### src/swt_consts.svh
// constants, register map and timing counts of the thermometer command front end
`ifndef SWT_CONSTS_SVH
`define SWT_CONSTS_SVH

// clock and timing
`define CLK_MHZ          200
`define CYC_PER_MS       (`CLK_MHZ * 1000)
`define CONV_TIME_MS     750
`define COPY_TIME_MS     10

// selection commands
`define CMD_ROM_READ     8'h33
`define CMD_ROM_MATCH    8'h55
`define CMD_ROM_SEARCH   8'hf0
`define CMD_ROM_ALL      8'hcc
`define CMD_ROM_ALARM    8'hec
// function commands
`define CMD_CONVERT      8'h44
`define CMD_SP_READ      8'hbe
`define CMD_SP_WRITE     8'h4e
`define CMD_SP_COPY      8'h48
`define CMD_RECALL       8'hb8
`define CMD_PWR_QUERY    8'hb4

// scratchpad layout and reset values
`define SP_LAST_BIT      7'd71
`define SP_WR_LAST_BIT   7'd23
`define SP_RSVD5         8'hff
`define SP_RSVD6         8'h00
`define SP_RSVD7         8'h10
`define TEMP_RST         16'h0550
`define NV_TH_RST        8'h7d
`define NV_TL_RST        8'hc9
`define NV_CFG_RST       8'h7f
`define CFG_RES_LSB      5
`define CFG_FIXED        8'h1f
`define CRC_POLY_REFL    8'h8c

// ahb register byte offsets
`define REG_SENSE        8'h00
`define REG_STATUS       8'h04
`define REG_TEMP         8'h08
`define REG_SCRATCH      8'h0c
`define REG_NVSTORE      8'h10
// status bit positions
`define ST_PARASITE      0
`define ST_SELECTED      1
`define ST_CONVERTING    2
`define ST_ALARM         3
`define ST_BUSY          4

`endif

### src/swt_pkg.sv
// types of the thermometer command front end
package swt_pkg;

   typedef enum logic [3:0] {
      SWT_ROM_CMD, SWT_ROM_READ, SWT_ROM_MATCH, SWT_ROM_SEARCH, SWT_FUNC_CMD,
      SWT_BUSY, SWT_SP_READ, SWT_SP_WRITE, SWT_PWR, SWT_DONE
   } swt_state_t;

   typedef struct packed {
      swt_state_t  st;
      logic [7:0]  sh;
      logic [6:0]  cnt;
      logic [1:0]  ph;
      logic        miss;
      logic        selected;
      logic [15:0] temp;
      logic [7:0]  th;
      logic [7:0]  tl;
      logic [7:0]  cfg;
      logic [7:0]  nv_th;
      logic [7:0]  nv_tl;
      logic [7:0]  nv_cfg;
      logic        alarm;
      logic        conv;
      logic [31:0] busy;
      logic [7:0]  crc;
      logic        rd_bit;
      logic        rd_valid;
      logic [15:0] sense;
      logic        pend;
      logic        pwrite;
      logic [7:0]  paddr;
      logic        hreadyout;
      logic        hresp;
      logic [31:0] hrdata;
   } swt_regs_t;

endpackage

### src/swt_crc_step.sv
// one bit step of the reflected 8-bit check sum used on the scratchpad read
`timescale 1ns/10ps
`include "swt_consts.svh"
module swt_crc_step (
   // running sum and next bit
   input  wire logic [7:0] crc_in,
   input  wire logic       bit_in,
   // updated sum
   output logic      [7:0] crc_out
);
   logic fb;

   // lsb-first shift with feedback folded into the reflected polynomial
   assign fb      = crc_in[0] ^ bit_in;
   assign crc_out = {1'b0, crc_in[7:1]} ^ ({8{fb}} & `CRC_POLY_REFL);
endmodule

### src/swt_thermo_cmd.sv
// command interpreter of a single-wire thermometer slave with ahb-lite register access
`timescale 1ns/10ps
`include "swt_consts.svh"
module swt_thermo_cmd #(
   parameter logic [63:0] ROM_ID      = 64'h3c00_0000_0000_01a7, // arbitrary identity value
   parameter int unsigned CONV_CYCLES = `CONV_TIME_MS * `CYC_PER_MS,
   parameter int unsigned COPY_CYCLES = `COPY_TIME_MS * `CYC_PER_MS
) (
   // clock, reset, enable
   input  wire logic        hclk,
   input  wire logic        hresetn,
   input  wire logic        ce,
   // ahb-lite slave
   input  wire logic        hsel,
   input  wire logic [31:0] haddr,
   input  wire logic [1:0]  htrans,
   input  wire logic        hwrite,
   input  wire logic [2:0]  hsize,
   input  wire logic [31:0] hwdata,
   input  wire logic        hready,
   output logic      [31:0] hrdata,
   output logic             hreadyout,
   output logic             hresp,
   // slot-level link from the bit layer
   input  wire logic        bus_reset,
   input  wire logic        wr_slot,
   input  wire logic        wr_bit,
   input  wire logic        rd_slot,
   output logic             rd_bit,
   output logic             rd_valid,
   // supply sense and status
   input  wire logic        external_supply_pin,
   output logic             selected,
   output logic             converting,
   output logic             alarm
);
   import swt_pkg::*;

   swt_regs_t  s;
   swt_regs_t  next_s;
   logic       sp_bit;
   logic [7:0] sp_cur;
   logic [7:0] crc_nx;

   // result truncated to the configured resolution, low bits forced to zero
   function automatic logic [15:0] res_mask(input logic [15:0] t, input logic [7:0] c);
      logic [1:0] r;
      r = c[`CFG_RES_LSB +: 2];
      case (r)
         2'd0:    res_mask = {t[15:3], 3'b000};
         2'd1:    res_mask = {t[15:2], 2'b00};
         2'd2:    res_mask = {t[15:1], 1'b0};
         default: res_mask = t;
      endcase
   endfunction

   // bits 11:4 compared against both signed trigger bytes
   function automatic logic out_of_range(input logic [15:0] t, input logic [7:0] hi,
                                         input logic [7:0] lo);
      out_of_range = ($signed(t[11:4]) > $signed(hi)) || ($signed(t[11:4]) < $signed(lo));
   endfunction

   // conversion time halves per resolution step below 12 bits
   function automatic logic [31:0] conv_len(input logic [7:0] c);
      conv_len = 32'(CONV_CYCLES) >> (2'd3 - c[`CFG_RES_LSB +: 2]);
   endfunction

   // scratchpad byte by index, last byte is the running check sum
   function automatic logic [7:0] sp_byte(input logic [3:0] i, input swt_regs_t r);
      case (i)
         4'd0:    sp_byte = r.temp[7:0];
         4'd1:    sp_byte = r.temp[15:8];
         4'd2:    sp_byte = r.th;
         4'd3:    sp_byte = r.tl;
         4'd4:    sp_byte = r.cfg;
         4'd5:    sp_byte = `SP_RSVD5;
         4'd6:    sp_byte = `SP_RSVD6;
         4'd7:    sp_byte = `SP_RSVD7;
         default: sp_byte = r.crc;
      endcase
   endfunction

   // register read mux, unmapped words read zero
   function automatic logic [31:0] reg_rd(input logic [7:0] a, input swt_regs_t r);
      case (a)
         `REG_SENSE:   reg_rd = {16'h0000, r.sense};
         `REG_STATUS:  reg_rd = {27'h0, (r.busy != 32'h0), r.alarm, r.conv, r.selected,
                                 ~external_supply_pin};
         `REG_TEMP:    reg_rd = {16'h0000, r.temp};
         `REG_SCRATCH: reg_rd = {8'h00, r.cfg, r.tl, r.th};
         `REG_NVSTORE: reg_rd = {8'h00, r.nv_cfg, r.nv_tl, r.nv_th};
         default:      reg_rd = 32'h0;
      endcase
   endfunction

   // bit being served on a scratchpad read, lsb of each byte first
   assign sp_cur = sp_byte(s.cnt[6:3], s);
   assign sp_bit = sp_cur[s.cnt[2:0]];

   swt_crc_step u_crc (
      .crc_in  (s.crc),
      .bit_in  (sp_bit),
      .crc_out (crc_nx)
   );

   // next-state logic for link, timer and bus slave
   always_comb begin
      logic [7:0] sh_in;
      logic [6:0] cnt_inc;
      sh_in   = {wr_bit, s.sh[7:1]};
      cnt_inc = s.cnt + 7'd1;
      next_s  = s;
      next_s.rd_valid = 1'b0;

      // conversion or copy timer; result lands on the last count
      if (s.busy != 32'h0) begin
         next_s.busy = s.busy - 32'h1;
         if (s.busy == 32'h1 && s.conv) begin
            next_s.conv  = 1'b0;
            next_s.temp  = res_mask(s.sense, s.cfg);
            next_s.alarm = out_of_range(res_mask(s.sense, s.cfg), s.th, s.tl);
         end
      end

      if (rd_slot) begin
         next_s.rd_valid = 1'b1;
         next_s.rd_bit   = 1'b1;
      end

      if (bus_reset) begin
         next_s.st       = SWT_ROM_CMD;
         next_s.selected = 1'b0;
         next_s.cnt      = 7'd0;
         next_s.ph       = 2'd0;
         next_s.miss     = 1'b0;
      end else begin
         case (s.st)
            SWT_ROM_CMD: if (wr_slot) begin
               next_s.sh  = sh_in;
               next_s.cnt = cnt_inc;
               if (s.cnt == 7'd7) begin
                  next_s.cnt = 7'd0;
                  case (sh_in)
                     `CMD_ROM_READ:   next_s.st = SWT_ROM_READ;
                     `CMD_ROM_MATCH:  next_s.st = SWT_ROM_MATCH;
                     `CMD_ROM_SEARCH: next_s.st = SWT_ROM_SEARCH;
                     `CMD_ROM_ALARM:  next_s.st = s.alarm ? SWT_ROM_SEARCH : SWT_DONE;
                     `CMD_ROM_ALL: begin
                        next_s.st       = SWT_FUNC_CMD;
                        next_s.selected = 1'b1;
                     end
                     default:         next_s.st = SWT_DONE;
                  endcase
               end
            end
            SWT_ROM_READ: if (rd_slot) begin
               next_s.rd_bit = ROM_ID[s.cnt[5:0]];
               next_s.cnt    = cnt_inc;
               if (s.cnt == 7'd63) begin
                  next_s.st       = SWT_FUNC_CMD;
                  next_s.selected = 1'b1;
                  next_s.cnt      = 7'd0;
               end
            end
            SWT_ROM_MATCH: if (wr_slot) begin
               next_s.miss = s.miss | (wr_bit != ROM_ID[s.cnt[5:0]]);
               next_s.cnt  = cnt_inc;
               if (s.cnt == 7'd63) begin
                  next_s.selected = ~next_s.miss;
                  next_s.st       = next_s.miss ? SWT_DONE : SWT_FUNC_CMD;
                  next_s.cnt      = 7'd0;
               end
            end
            SWT_ROM_SEARCH: begin
               // true bit, complement, then master's choice
               if (rd_slot && s.ph == 2'd0) begin
                  next_s.rd_bit = ROM_ID[s.cnt[5:0]];
                  next_s.ph     = 2'd1;
               end else if (rd_slot && s.ph == 2'd1) begin
                  next_s.rd_bit = ~ROM_ID[s.cnt[5:0]];
                  next_s.ph     = 2'd2;
               end else if (wr_slot && s.ph == 2'd2) begin
                  next_s.ph  = 2'd0;
                  next_s.cnt = cnt_inc;
                  if (wr_bit != ROM_ID[s.cnt[5:0]]) begin
                     next_s.st = SWT_DONE;
                  end else if (s.cnt == 7'd63) begin
                     next_s.st       = SWT_FUNC_CMD;
                     next_s.selected = 1'b1;
                     next_s.cnt      = 7'd0;
                  end
               end
            end
            SWT_FUNC_CMD: if (wr_slot) begin
               next_s.sh  = sh_in;
               next_s.cnt = cnt_inc;
               if (s.cnt == 7'd7) begin
                  next_s.cnt = 7'd0;
                  next_s.crc = 8'h00;
                  case (sh_in)
                     `CMD_CONVERT: begin
                        next_s.conv = 1'b1;
                        next_s.busy = conv_len(s.cfg);
                        next_s.st   = SWT_BUSY;
                     end
                     `CMD_SP_READ:   next_s.st = SWT_SP_READ;
                     `CMD_SP_WRITE:  next_s.st = SWT_SP_WRITE;
                     `CMD_SP_COPY: begin
                        next_s.nv_th  = s.th;
                        next_s.nv_tl  = s.tl;
                        next_s.nv_cfg = s.cfg;
                        next_s.busy   = 32'(COPY_CYCLES);
                        next_s.st     = SWT_BUSY;
                     end
                     `CMD_RECALL: begin
                        next_s.th  = s.nv_th;
                        next_s.tl  = s.nv_tl;
                        next_s.cfg = s.nv_cfg;
                        next_s.st  = SWT_BUSY;
                     end
                     `CMD_PWR_QUERY: next_s.st = SWT_PWR;
                     default:        next_s.st = SWT_DONE;
                  endcase
               end
            end
            // read slots see 0 while the timer runs, 1 once finished
            SWT_BUSY: if (rd_slot) begin
               next_s.rd_bit = (s.busy == 32'h0);
            end
            SWT_SP_READ: if (rd_slot) begin
               next_s.rd_bit = sp_bit;
               next_s.cnt    = cnt_inc;
               if (s.cnt[6:3] != 4'd8) begin
                  next_s.crc = crc_nx;
               end
               if (s.cnt == `SP_LAST_BIT) begin
                  next_s.st = SWT_DONE;
               end
            end
            SWT_SP_WRITE: if (wr_slot) begin
               next_s.sh  = sh_in;
               next_s.cnt = cnt_inc;
               if (s.cnt[2:0] == 3'd7) begin
                  case (s.cnt[4:3])
                     2'd0:    next_s.th  = sh_in;
                     2'd1:    next_s.tl  = sh_in;
                     default: next_s.cfg = {1'b0, sh_in[`CFG_RES_LSB +: 2], 5'h00}
                                           | `CFG_FIXED;
                  endcase
               end
               if (s.cnt == `SP_WR_LAST_BIT) begin
                  next_s.st = SWT_DONE;
               end
            end
            SWT_PWR: if (rd_slot) begin
               next_s.rd_bit = external_supply_pin;
            end
            default: ; // done: only a bus reset leaves, read slots see 1
         endcase
      end

      // ahb-lite: one wait state, writes take hwdata in the data phase
      next_s.hreadyout = 1'b1;
      next_s.hresp     = 1'b0;
      if (s.pend) begin
         next_s.pend = 1'b0;
         if (s.pwrite && s.paddr == `REG_SENSE) begin
            next_s.sense = hwdata[15:0];
         end else if (!s.pwrite) begin
            next_s.hrdata = reg_rd(s.paddr, s);
         end
      end else if (hsel && htrans[1] && hready) begin
         next_s.pend      = 1'b1;
         next_s.pwrite    = hwrite;
         next_s.paddr     = haddr[7:0];
         next_s.hreadyout = 1'b0;
      end
   end

   // single state register; a low enable freezes everything
   always_ff @(posedge hclk or negedge hresetn) begin
      if (!hresetn) begin
         s           <= '0;
         s.st        <= SWT_ROM_CMD;
         s.temp      <= `TEMP_RST;
         s.th        <= `NV_TH_RST;
         s.tl        <= `NV_TL_RST;
         s.cfg       <= `NV_CFG_RST;
         s.nv_th     <= `NV_TH_RST;
         s.nv_tl     <= `NV_TL_RST;
         s.nv_cfg    <= `NV_CFG_RST;
         s.rd_bit    <= 1'b1;
         s.hreadyout <= 1'b1;
      end else if (ce) begin
         s <= next_s;
      end
   end

   // outputs straight from the state register
   assign hrdata     = s.hrdata;
   assign hreadyout  = s.hreadyout;
   assign hresp      = s.hresp;
   assign rd_bit     = s.rd_bit;
   assign rd_valid   = s.rd_valid;
   assign selected   = s.selected;
   assign converting = s.conv;
   assign alarm      = s.alarm;

   // checks
   property p_func_needs_sel;
      @(posedge hclk) disable iff (!hresetn)
      s.st == SWT_FUNC_CMD |-> s.selected;
   endproperty
   a_func_needs_sel: assert property (p_func_needs_sel) else $error("function stage unselected");

   property p_reset_drops;
      @(posedge hclk) disable iff (!hresetn)
      ce && bus_reset |=> s.st == SWT_ROM_CMD && !s.selected;
   endproperty
   a_reset_drops: assert property (p_reset_drops) else $error("bus reset kept selection");

   property p_pwr_answer;
      @(posedge hclk) disable iff (!hresetn)
      ce && rd_slot && !bus_reset && s.st == SWT_PWR
         |=> rd_valid && rd_bit == $past(external_supply_pin);
   endproperty
   a_pwr_answer: assert property (p_pwr_answer) else $error("power query answer wrong");

   property p_alarm_update;
      @(posedge hclk) disable iff (!hresetn)
      $fell(s.conv) |-> s.alarm == out_of_range(s.temp, s.th, s.tl);
   endproperty
   a_alarm_update: assert property (p_alarm_update) else $error("alarm flag stale");

   property p_temp_result;
      @(posedge hclk) disable iff (!hresetn)
      $fell(s.conv) |-> s.temp == res_mask($past(s.sense), $past(s.cfg));
   endproperty
   a_temp_result: assert property (p_temp_result) else $error("result not stored");

   property p_alarm_search;
      @(posedge hclk) disable iff (!hresetn)
      ce && wr_slot && !bus_reset && s.st == SWT_ROM_CMD && s.cnt == 7'd7
         && {wr_bit, s.sh[7:1]} == `CMD_ROM_ALARM && !s.alarm |=> s.st == SWT_DONE;
   endproperty
   a_alarm_search: assert property (p_alarm_search) else $error("quiet part joined search");

   property p_temp_lsb_first;
      @(posedge hclk) disable iff (!hresetn)
      ce && rd_slot && !bus_reset && s.st == SWT_SP_READ && s.cnt < 7'd16
         |=> rd_bit == $past(s.temp[s.cnt[3:0]]);
   endproperty
   a_temp_lsb_first: assert property (p_temp_lsb_first) else $error("bit order wrong");

   property p_one_function;
      @(posedge hclk) disable iff (!hresetn)
      s.st == SWT_DONE && !(ce && bus_reset) |=> s.st == SWT_DONE;
   endproperty
   a_one_function: assert property (p_one_function) else $error("second command taken");

   property p_conv_bound;
      @(posedge hclk) disable iff (!hresetn)
      s.conv |-> s.busy <= 32'(CONV_CYCLES) && s.busy != 32'h0;
   endproperty
   a_conv_bound: assert property (p_conv_bound) else $error("conversion too long");

   property p_ahb_wait;
      @(posedge hclk) disable iff (!hresetn)
      ce && !s.pend && hsel && htrans[1] && hready |=> !hreadyout;
   endproperty
   a_ahb_wait: assert property (p_ahb_wait) else $error("no wait state");
endmodule

### config.mk
export PLATFORM = sky130hd
export DESIGN_NAME = swt_thermo_cmd
export DESIGN_NICKNAME = d
export VERILOG_FILES = /design/src/swt_pkg.sv /design/src/swt_crc_step.sv /design/src/swt_thermo_cmd.sv
export VERILOG_INCLUDE_DIRS = /design/src
export SDC_FILE = /design/constraint.sdc
export NUM_CORES = 1
export LEC_CHECK = 0
export ABC_CLOCK_PERIOD_IN_PS = 3600
export CORE_ASPECT_RATIO = 0.75
export CORE_MARGIN = 10
export CORE_UTILIZATION = 45
export DETAILED_ROUTE_END_ITERATION = 12
export DONT_BUFFER_PORTS = 1
export GPL_TIMING_DRIVEN = 1
export MAX_ROUTING_LAYER = met4
export PLACE_DENSITY_LB_ADDON = 0.25
export SYNTH_ARGS = -nofsm -noshare
export SYNTH_HDL_FRONTEND = slang
export SYNTH_SLANG_ARGS = --single-unit
export TNS_END_PERCENT = 30
### constraint.sdc
create_clock -name hclk -period 3.6 [get_ports hclk]
set_clock_uncertainty 0.05 [all_clocks]
set_input_delay 0.72 -clock hclk [delete_from_list [all_inputs] [get_ports hclk]]
set_output_delay 0.72 -clock hclk [all_outputs]
set_load 0.02 [all_outputs]
Word level (Yosys, flattened, before mapping):

Memory sizes are Yosys's and may differ from the RTL's.
Index checks and enable logic that the tools add are counted.

* bitwise operators: 10
* mux-type cells: 89
* equality and inequality tests: 70
* reduce and logical (&&, ||, !) cells: 42
* shifts and indexed selects: 1
* order comparisons: 4
* add/subtract/negate cells: 3

Operators with widths (count)
* one-hot mux 24 bit (5 select lines): 1
* 2-to-1 mux 24 bit: 4
* 2-to-1 mux 48 bit: 2
* 2-to-1 mux 41 bit: 2
* 2-to-1 mux 33 bit: 2
* 2-to-1 mux 4 bit: 16
* one-hot mux 32 bit (2 select lines): 1
* one-hot mux 8 bit (8 select lines): 1
* 2-to-1 mux 19 bit: 3
* 2-to-1 mux 7 bit: 8
* one-hot mux 7 bit (7 select lines): 1
* == test 8 bit (second input constant): 6
* one-hot mux 24 bit (2 select lines): 1
* != test 3 bit (second input constant): 15
* 2-to-1 mux 42 bit: 1
* == test 32 x 1 -> 1 bit (second input constant): 1
* == test 4 x 3 -> 1 bit (second input constant): 8
* == test 8 x 7 -> 1 bit (second input constant): 4
* zero test 32 bit: 1
* 2-to-1 mux 8 bit: 4
* nonzero test 32 bit: 1
* right shift 28 x 2 -> 32 bit (first input constant): 1
* subtractor 32 x 1 -> 32 bit (second input constant): 1
* one-hot mux 4 bit (7 select lines): 1
* 62 further kinds: 133

* bits in read-only memories: 64
* memories kept: 1
* input port bits: 80
* logic and storage cells: 245
* register bits after elaboration: 190
* output and inout bits: 39

Memory list
* (no name shown): words 64, bits a word 1, rd ports 1, clocked after memory_dff 0, wr ports 0, line swt_thermo_cmd.sv:185 `if (wr_bit != ROM_ID[s.cnt[5:0]]) begin`

Depth between registers and ports, before layout:

Gate-level depths: netlist of the first run.

* depth after elaboration: 10
* gate-level depth with buffers: 10
* depth with buffers taken out: 9

Cells and area by module:

From an unflattened synthesis of the first run, not the netlist that was laid out.

* cells, all modules: 1114
* area total of the unflattened synthesis: 10659.0 sq um

Modules (own cells, without submodules)
* swt_thermo_cmd: area each 10557.6 sq um, cells an instance 1105, instances 1
* swt_crc_step: area each 101.3 sq um, cells an instance 9, instances 1

Worst setup path after synthesis of the first run:

No wires, ideal clock.

* path kind: input to register
* start point: input port wr_bit
* end point: register s[91] (netlist bit)
* data arrival time: 2.687 ns
* cell stages on the path: 8
* setup slack: 0.742 ns
* path buffers: 3
* library setup time: 0.121 ns
* cells stage by stage: clkbuf_1 -> or4b_1 -> clkbuf_1 -> nor4_1 -> nor4b_2 -> buf_2 -> o21ai_0 -> a22o_1

* cells in the longest elaborated chain, start to end: 6
* elaborated cells between the ends (all ways): 7
* classes of those cells: eq/ne: 2; mux: 5

Ends and longest elaborated chain
* start: declaration: line swt_thermo_cmd.sv:27 `input wire logic wr_bit,`
* == test 8 x 7 -> 1 bit: line swt_thermo_cmd.sv:200 `case (sh_in)`
* one-hot mux 32 bit (2 select lines) (*): line swt_thermo_cmd.sv:200
* 2-to-1 mux 41 bit (*): line swt_thermo_cmd.sv:197 `if (s.cnt == 7'd7) begin`
* 2-to-1 mux 41 bit (*): line swt_thermo_cmd.sv:194 `SWT_FUNC_CMD: if (wr_slot) begin`
* 2-to-1 mux 33 bit (*): line swt_thermo_cmd.sv:137 `case (s.st)`
* 2-to-1 mux 42 bit (*): line swt_thermo_cmd.sv:130 `if (bus_reset) begin`
* end signal: assignment: line swt_thermo_cmd.sv:295 `s <= next_s;`
* end: declaration: line swt_thermo_cmd.sv:39 `swt_regs_t s;`

Every way passes the cells marked *; elsewhere a longest branch is shown, timed or not. The select of a mux whose other input is x is not followed.
A chain may end at the register's enable or synchronous reset.

Final worst setup path of the first run:

* start point: register s[173] (netlist bit)
* end point: register s[101] (netlist bit)

* cells in the longest elaborated chain, start to end: 5

Ends and longest elaborated chain (line)
* == test 7 x 3 -> 1 bit: swt_thermo_cmd.sv:197
* 2-to-1 mux 41 bit: swt_thermo_cmd.sv:197
* 2-to-1 mux 41 bit: swt_thermo_cmd.sv:194
* 2-to-1 mux 33 bit: swt_thermo_cmd.sv:137
* 2-to-1 mux 42 bit: swt_thermo_cmd.sv:130

Every way passes these cells. The select of a mux whose other input is x is not followed.

==> flow_summary_export.csv, run 1 <==
group,metric,value,unit
final_layout,drive_gt1_frac,0.1544,
status,violations,"hold timing",
place,dpl.hpwl,23150,um
power_and_ir_drop,p_per_area,528.3,mW/mm^2
critical_path,cp-end-kind,"register",
critical_path,critPathLaunch,"s[173]",
status,status,"finished with violations",
routing,drt_wl_total,32630,um
sta,tightest_slew,992.7,ps
floorplanning,num_rows,49,
critical_path,reg2regPathDepth,8,
synthesis,netlist.area_leader.share,0.3237,
global_route,antenna_found_initial,4,
global_route,grt_pass1_vias,8599,
final_layout,stdcell_count,1495,
clock_network,clock_latency,450,ps
routing,antenna_left,0,
critical_path,rr_endpoint,"s[101]",
place,dpl.cell_count,1459,
final_layout,fin_nets,1279,
clock_network,numCtsBuffers,17,
worst_hold_path,hold_class,"input pin to asynchronous set/reset pin",
synthesis,synth.area.top_cells,"dfrtp_1 32%, dfstp_2 9.6%, o21ai_0 5.1%, nand2_1 5.1%, mux2_2 4.5%",
critical_path,crit_arrival,3410,ps
synthesis,synth_cells,1210,
synthesis,synth_edf_count,0,
routing,route.detailed.drc,0,
clock_network,clock_path_buffers,2,
sta,rsz0062_at_grt,"no",
place,globalplace.congestion,0.9112,
synthesis,synth.distinct_cells,88,
synthesis,synth_top_area_cell,"dfrtp_1",
clock_network,cts_tree,"done",
power_and_ir_drop,p_comb_frac,0.276,
clock_network,path_clk_slew,70,ps
global_route,grt_use_total,0.2182,
place,place_area,0.01109,mm^2
synthesis,synth_area_per_cell,9.009,um^2
clock_network,h-tree-depth,4,
final_layout,area_growth,7.507,%
power_and_ir_drop,switching_share,0.3542,
critical_path,worstReg2RegStart,"s[173]",
global_route,grt_pass1_wl,51210,um
routing,routed_via_density,6.144,
sta,hold_ws,-78.50,ps
power_and_ir_drop,switching_power,2.193,mW
floorplanning,die_w,199.7,um
power_and_ir_drop,vdd.ir_drop.worst,0.0004039,V
clock_network,cts_num_sinks,181,
critical_path,max_stage_delay,620,ps
power_and_ir_drop,p_total,6.191,mW
power_and_ir_drop,leakagePower,4.711,nW
critical_path,reg2reg_setup_slack,470,ps
floorplanning,start_util,0.4559,
power_and_ir_drop,internal_power,3.998,mW
synthesis,synth-warning-count,0,
synthesis,ys_ff_latch,181,
floorplanning,design.core.area,0.02391,mm^2
critical_path,crit_slowest_cell,"or4_1",
job,maxCapViolCount,0,
critical_path,crit_required,3890,ps
critical_path,crit_type,"register to register",
global_route,grt_max_degree,182,
floorplanning,design.die.area,0.03091,mm^2
clock_network,cts.repair.resized,0,
sta,finalHoldViolations,62,
routing,firstDrtPassIters,7,
synthesis,syn_area,0.01090,mm^2
sta,setup_ws,474.6,ps
floorplanning,die_h,154.8,um
sta,slew_viol_final,0,
synthesis,synth_ff_type,"dfrtp_1",
place,pre_cts_ws,545.7,ps
power_and_ir_drop,p_seq_frac,0.405,
critical_path,endpoint,"s[101]",
critical_path,worstPathCellList,"ha_1 > and4bb_2 > nand3_1 > or4_1 > nand2b_1 > nand2_1 > nor2_1 > a22o_1",
routing,wl_per_cell,21.82,um
place,port_buffers,0,
synthesis,seq_area_frac_synth,0.4201,
critical_path,cp-start-kind,"register",
floorplanning,io_pins,119,
final_layout,postLayoutCoreUtil,0.4901,
synthesis,synthArstFlopShare,1.000,
final_layout,fin_area,0.01172,mm^2
sta,fmax,0.3200,GHz
routing,drt_iter0_drc,1150,
clock_network,root_buffer,"clkbuf_16",
global_route,gr-total-overflow,0,
sta,final-setup-viol-count,0,
power_and_ir_drop,pwr-share-clk,0.319,
sta,min_period_over_period,0.8682,
sta,layout_min_cycle_time,3125,ps
synthesis,synth.top_cells.by_count,"148 x nand2_1, 141 x dfrtp_1, 111 x o21ai_0",
sta,slew_headroom,0.3353,
synthesis,yosysMostFrequentCell,"nand2_1",
critical_path,cp_max_fo,10,
sta,finalSetupTns,0,ps
clock_network,post_cts_buffers,0,
routing,num_vias,9185,
==> worst min-delay path by stage <==
stage | startpoint | to | cells after the start
detailed placement | hresetn | rd_valid | 0
global route | hresetn | s[171] | 0
finish | hresetn | s[171] | 0
global placement | hresetn | rd_valid | 0
CTS | hresetn | rd_valid | 0
floorplan | hresetn | alarm | 0
==> area by class of cell <==
| class | instances | area (um^2) |
|---|---|---|
| repair buffers | 40 | 300.3 |
| clock inverters | 13 | 168.9 |
| inverters | 42 | 157.7 |
| diodes | 4 | 10.01 |
| well taps | 306 | 382.9 |
| multi-input cells | 890 | 5667 |
| fillers | 2237 | 12190 |
| flip-flops and latches | 181 | 4579 |
| clock buffers | 19 | 452.9 |
==> power by group through the flow <==
| stage | clock, mW | combinational, mW | sequential, mW |
|---|---|---|---|
| floorplan | 0 | 1.26 | 2.42 |
| global placement | 0 | 1.65 | 2.53 |
| detailed placement | 0 | 1.67 | 2.53 |
| CTS | 2.02 | 1.68 | 2.50 |
| global route | 2.09 | 1.86 | 2.54 |
| finish | 1.98 | 1.71 | 2.50 |
==> placed cells by master, fill, tap and decap left out, types with 5 or more instances in the layout <==
master     instances
nand2_1          148
dfrtp_1          141
o21ai_0          111
nor2_1            93
a21oi_1           72
mux2_2            44
inv_1             41
dfstp_2           40
buf_4             40
mux2i_1           35
a22oi_1           31
ha_1              27
nand3_1           23
nor3_1            23
nand2b_1          21
nor4_1            18
clkbuf_16         17
a22o_1            16
or3_1             15
nor2b_1           14
o22a_1            12
a21o_1             9
a211oi_1           9
conb_1             9
o31ai_1            8
o21a_1             8
or4_1              7
o22ai_1            7
nand4_1            7
a311oi_1           7
xnor2_1            6
a31oi_1            6
or2_2              5
o21ai_1            5
a221oi_1           5
==> sequential cells by signal, indices dropped and copies added (netlist names) <==
name        flops
converting      1
hrdata         24
s             151
selected        1
hreadyout       1
rd_valid        1
rd_bit          1
alarm           1
==> critical path: cells and delay by family (launching register included) <==
kind / cells / cell delay [ps]
and+or+nand+nor: 6 / 2000
AOI/OAI and AO/OA: 1 / 190
DFF: 1 / 480
adders and majority gates: 1 / 290
==> metal layers <==
metal  share of wire  track usage  wire, um  vias up
met4          0.0083      0.04532       272        0
met5               0            -         0        -
met2            0.39       0.2752     12820      396
li1                -            -         -     4280
met3            0.11      0.06526      3564       21
met1            0.49       0.3292     15970     4488
==> kinds of logic after synthesis <==
family	after synthesis	share of synthesized area
and+or+nand+nor	412	0.1885
buffers and inverters	147	0.06359
adders and majority gates	27	0.03099
muxes	79	0.07759
xor gates and xnor gates	10	0.008035
AOI/OAI and AO/OA	353	0.2109
DFF	181	0.4201
other	1	0.0003440
Note: power is estimated with default switching activity, not from simulation.
==> inputs of run 2 (changes only) <==
Settings changed: ABC_AREA set to 1, MAX_ROUTING_LAYER met4 to not set.
==> run 2 against run 1 <==
The run still ends with hold timing left. Critical endpoint is now s[164]. Non-clock buffer count down 27. Wire length down 1.2%. Clock power fell by 7%. Count of clock-buffer cells in the layout down 2. Critical path depth grew 4. Die area rose by 0.61%. Critical path type unchanged. Register-to-register slack gained 370 ps. Combinational power hardly changed. Design area is 0.82% lower. Largest cell class unchanged.
==> flow_summary_export.csv, run 2 <==
group,metric,value,unit
place,dpl.cell_count,1752,
global_route,grt_pass1_wl,52560,um
routing,wl_per_cell,18.07,um
synthesis,synthArstFlopShare,1.000,
sta,finalSetupTns,0,ps
power_and_ir_drop,p_per_area,546.3,mW/mm^2
final_layout,area_growth,5.894,%
critical_path,cp-end-kind,"register",
sta,rsz0062_at_grt,"no",
clock_network,clock_latency,450,ps
power_and_ir_drop,switching_power,2.445,mW
floorplanning,die_w,200.3,um
routing,firstDrtPassIters,5,
status,status,"finished with violations",
final_layout,fin_nets,1547,
status,violations,"hold timing",
power_and_ir_drop,leakagePower,5.365,nW
global_route,grt_use_total,0.2097,
critical_path,crit_type,"register to register",
clock_network,cts_tree,"done",
sta,final-setup-viol-count,0,
critical_path,reg2reg_setup_slack,840,ps
synthesis,yosysMostFrequentCell,"nand2_1",
synthesis,syn_area,0.01098,mm^2
final_layout,final_cell_mix,"328 x nand2_1, 173 x inv_1, 153 x o21ai_0, 145 x nor2_1, 141 x dfrtp_1",
floorplanning,io_pins,119,
global_route,grt_max_degree,182,
global_route,antenna_found_initial,1,
clock_network,h-tree-depth,4,
worst_hold_path,hold_class,"input pin to asynchronous set/reset pin",
routing,drt_wl_total,32240,um
routing,drt_iter0_drc,798,
synthesis,seq_area_frac_synth,0.4172,
floorplanning,start_util,0.4579,
sta,layout_min_cycle_time,2759,ps
place,pre_cts_ws,935.1,ps
job,maxCapViolCount,0,
clock_network,clock_path_buffers,2,
routing,num_vias,9833,
sta,slew_headroom,0.1862,
final_layout,postLayoutCoreUtil,0.4848,
place,dpl.hpwl,23960,um
sta,setup_ws,840.6,ps
clock_network,root_buffer,"clkbuf_16",
sta,tightest_slew,1210,ps
power_and_ir_drop,p_seq_frac,0.446,
synthesis,netlist.area_leader.share,0.3215,
critical_path,cp_max_fo,31,
sta,min_period_over_period,0.7665,
critical_path,reg2regPathDepth,12,
place,globalplace.congestion,0.9121,
power_and_ir_drop,internal_power,3.904,mW
routing,antenna_left,0,
global_route,grt_pass1_vias,9446,
synthesis,synth_area_per_cell,7.426,um^2
synthesis,synth-warning-count,0,
final_layout,drive_gt1_frac,0.09566,
power_and_ir_drop,vdd.ir_drop.worst,0.0004125,V
power_and_ir_drop,p_comb_frac,0.264,
place,place_area,0.01106,mm^2
floorplanning,design.core.area,0.02397,mm^2
critical_path,cp-start-kind,"register",
clock_network,post_cts_buffers,0,
final_layout,largest_register,"s",
final_layout,fin_area,0.01162,mm^2
clock_network,path_clk_slew,70,ps
power_and_ir_drop,switching_share,0.3851,
critical_path,critPathLaunch,"s[70]",
routing,route.detailed.drc,0,
synthesis,ys_ff_latch,181,
power_and_ir_drop,p_total,6.350,mW
synthesis,synth_edf_count,0,
synthesis,synth_cells,1478,
synthesis,synth.distinct_cells,56,
critical_path,crit_arrival,3030,ps
clock_network,numCtsBuffers,17,
floorplanning,num_rows,49,
clock_network,cts.repair.resized,0,
sta,finalHoldViolations,74,
routing,routed_via_density,5.512,
sta,hold_ws,-88.61,ps
place,port_buffers,0,
clock_network,cts_num_sinks,181,
final_layout,largest_reg_flops,151,
sta,slew_viol_final,0,
synthesis,synth_top_area_cell,"dfrtp_1",
sta,fmax,0.3624,GHz
floorplanning,design.die.area,0.03110,mm^2
final_layout,final_common_cell,"nand2_1",
final_layout,stdcell_count,1784,
global_route,gr-total-overflow,0,
power_and_ir_drop,pwr-share-clk,0.289,
synthesis,synth_ff_type,"dfrtp_1",
final_layout,diodes,0,
synthesis,synth.top_cells.by_count,"328 x nand2_1, 173 x inv_1, 153 x o21ai_0",
critical_path,crit_required,3870,ps
floorplanning,die_h,155.3,um
synthesis,synth.area.top_cells,"dfrtp_1 32%, nand2_1 11%, dfstp_2 9.6%, o21ai_0 7.0%, inv_1 5.9%",
critical_path,worstReg2RegStart,"s[70]",
[run 2: cell count changes after synthesis, moves of 16 or more]
| cell | before | now |
|---|---|---|
| a22o_1 | 16 | 0 |
| o21ai_0 | 111 | 153 |
| nand3_1 | 23 | 90 |
| mux2i_1 | 35 | 0 |
| nor2_1 | 93 | 145 |
| nand2b_1 | 21 | 0 |
| inv_2 | 0 | 18 |
| mux2_2 | 44 | 1 |
| inv_1 | 41 | 173 |
| clkbuf_1 | 59 | 25 |
| nand2_1 | 148 | 328 |
| a22oi_1 | 31 | 5 |
| a31oi_1 | 6 | 26 |
[run 2: area by class of cell]
cell class                      count  area [um^2]
Inverter                          194        728.2
Tap cell                          331        414.1
Multi-Input combinational cell   1033         5238
Clock buffer                       17        425.4
Sequential cell                   181         4579
Fill cell                        2411        12350
Timing Repair Buffer               13        97.59
Clock inverter                     15        140.1
[run 2: power groups by stage]
stage / registers, mW / logic (mW) / clock network [mW]
CTS: 2.83 / 1.66 / 1.87
floorplan: 2.69 / 1.40 / 0
global placement: 2.87 / 1.62 / 0
global route: 2.89 / 1.92 / 1.96
detailed placement: 2.86 / 1.65 / 0
finish: 2.83 / 1.68 / 1.84
[run 2: path summary, 6_finish.rpt]
kind                                  to
worst max-delay path              s[164]
worst min-delay path            rd_valid
worst max register to register    s[164]
worst min register to register     s[40]
max in group asynchronous         s[118]
min in group hclk                  s[42]
[run 2: worst max-delay path: stages, from the launching register on]
cell and delay [ps]:
dfrtp_1 430, inv_1 140, ha_1 220, inv_1 90, nor2_1 250, nand2_1 110
nor3_1 480, nand2_1 90, inv_1 130, nor2_1 120, nand2_1 90, buf_4 300
o21ai_0 120
[run 2: logic make-up (layout without fill, tap and decap cells)]
| logic type | after synthesis | count (layout) | synth area share |
|---|---|---|---|
| XOR/XNOR | 12 | 12 | 0.01026 |
| adder cells (fa/ha/maj) | 27 | 27 | 0.03078 |
| other | 1 | 9 | 0.0003417 |
| buffers and inverters | 272 | 239 | 0.1083 |
| AO/OA/AOI/OAI | 334 | 334 | 0.1734 |
| multiplexers | 1 | 1 | 0.001026 |
| flip-flops | 181 | 181 | 0.4172 |
| AND/OR/NAND/NOR | 650 | 650 | 0.2587 |
[run 2: layer usage]
layer,share of wire,track usage,vias to the layer above
li1,-,-,4793
met1,0.47,0.2955,4674
met2,0.43,0.3113,318
met3,0.073,0.04877,46
met4,0.022,0.06655,2
met5,0.00040,0,-
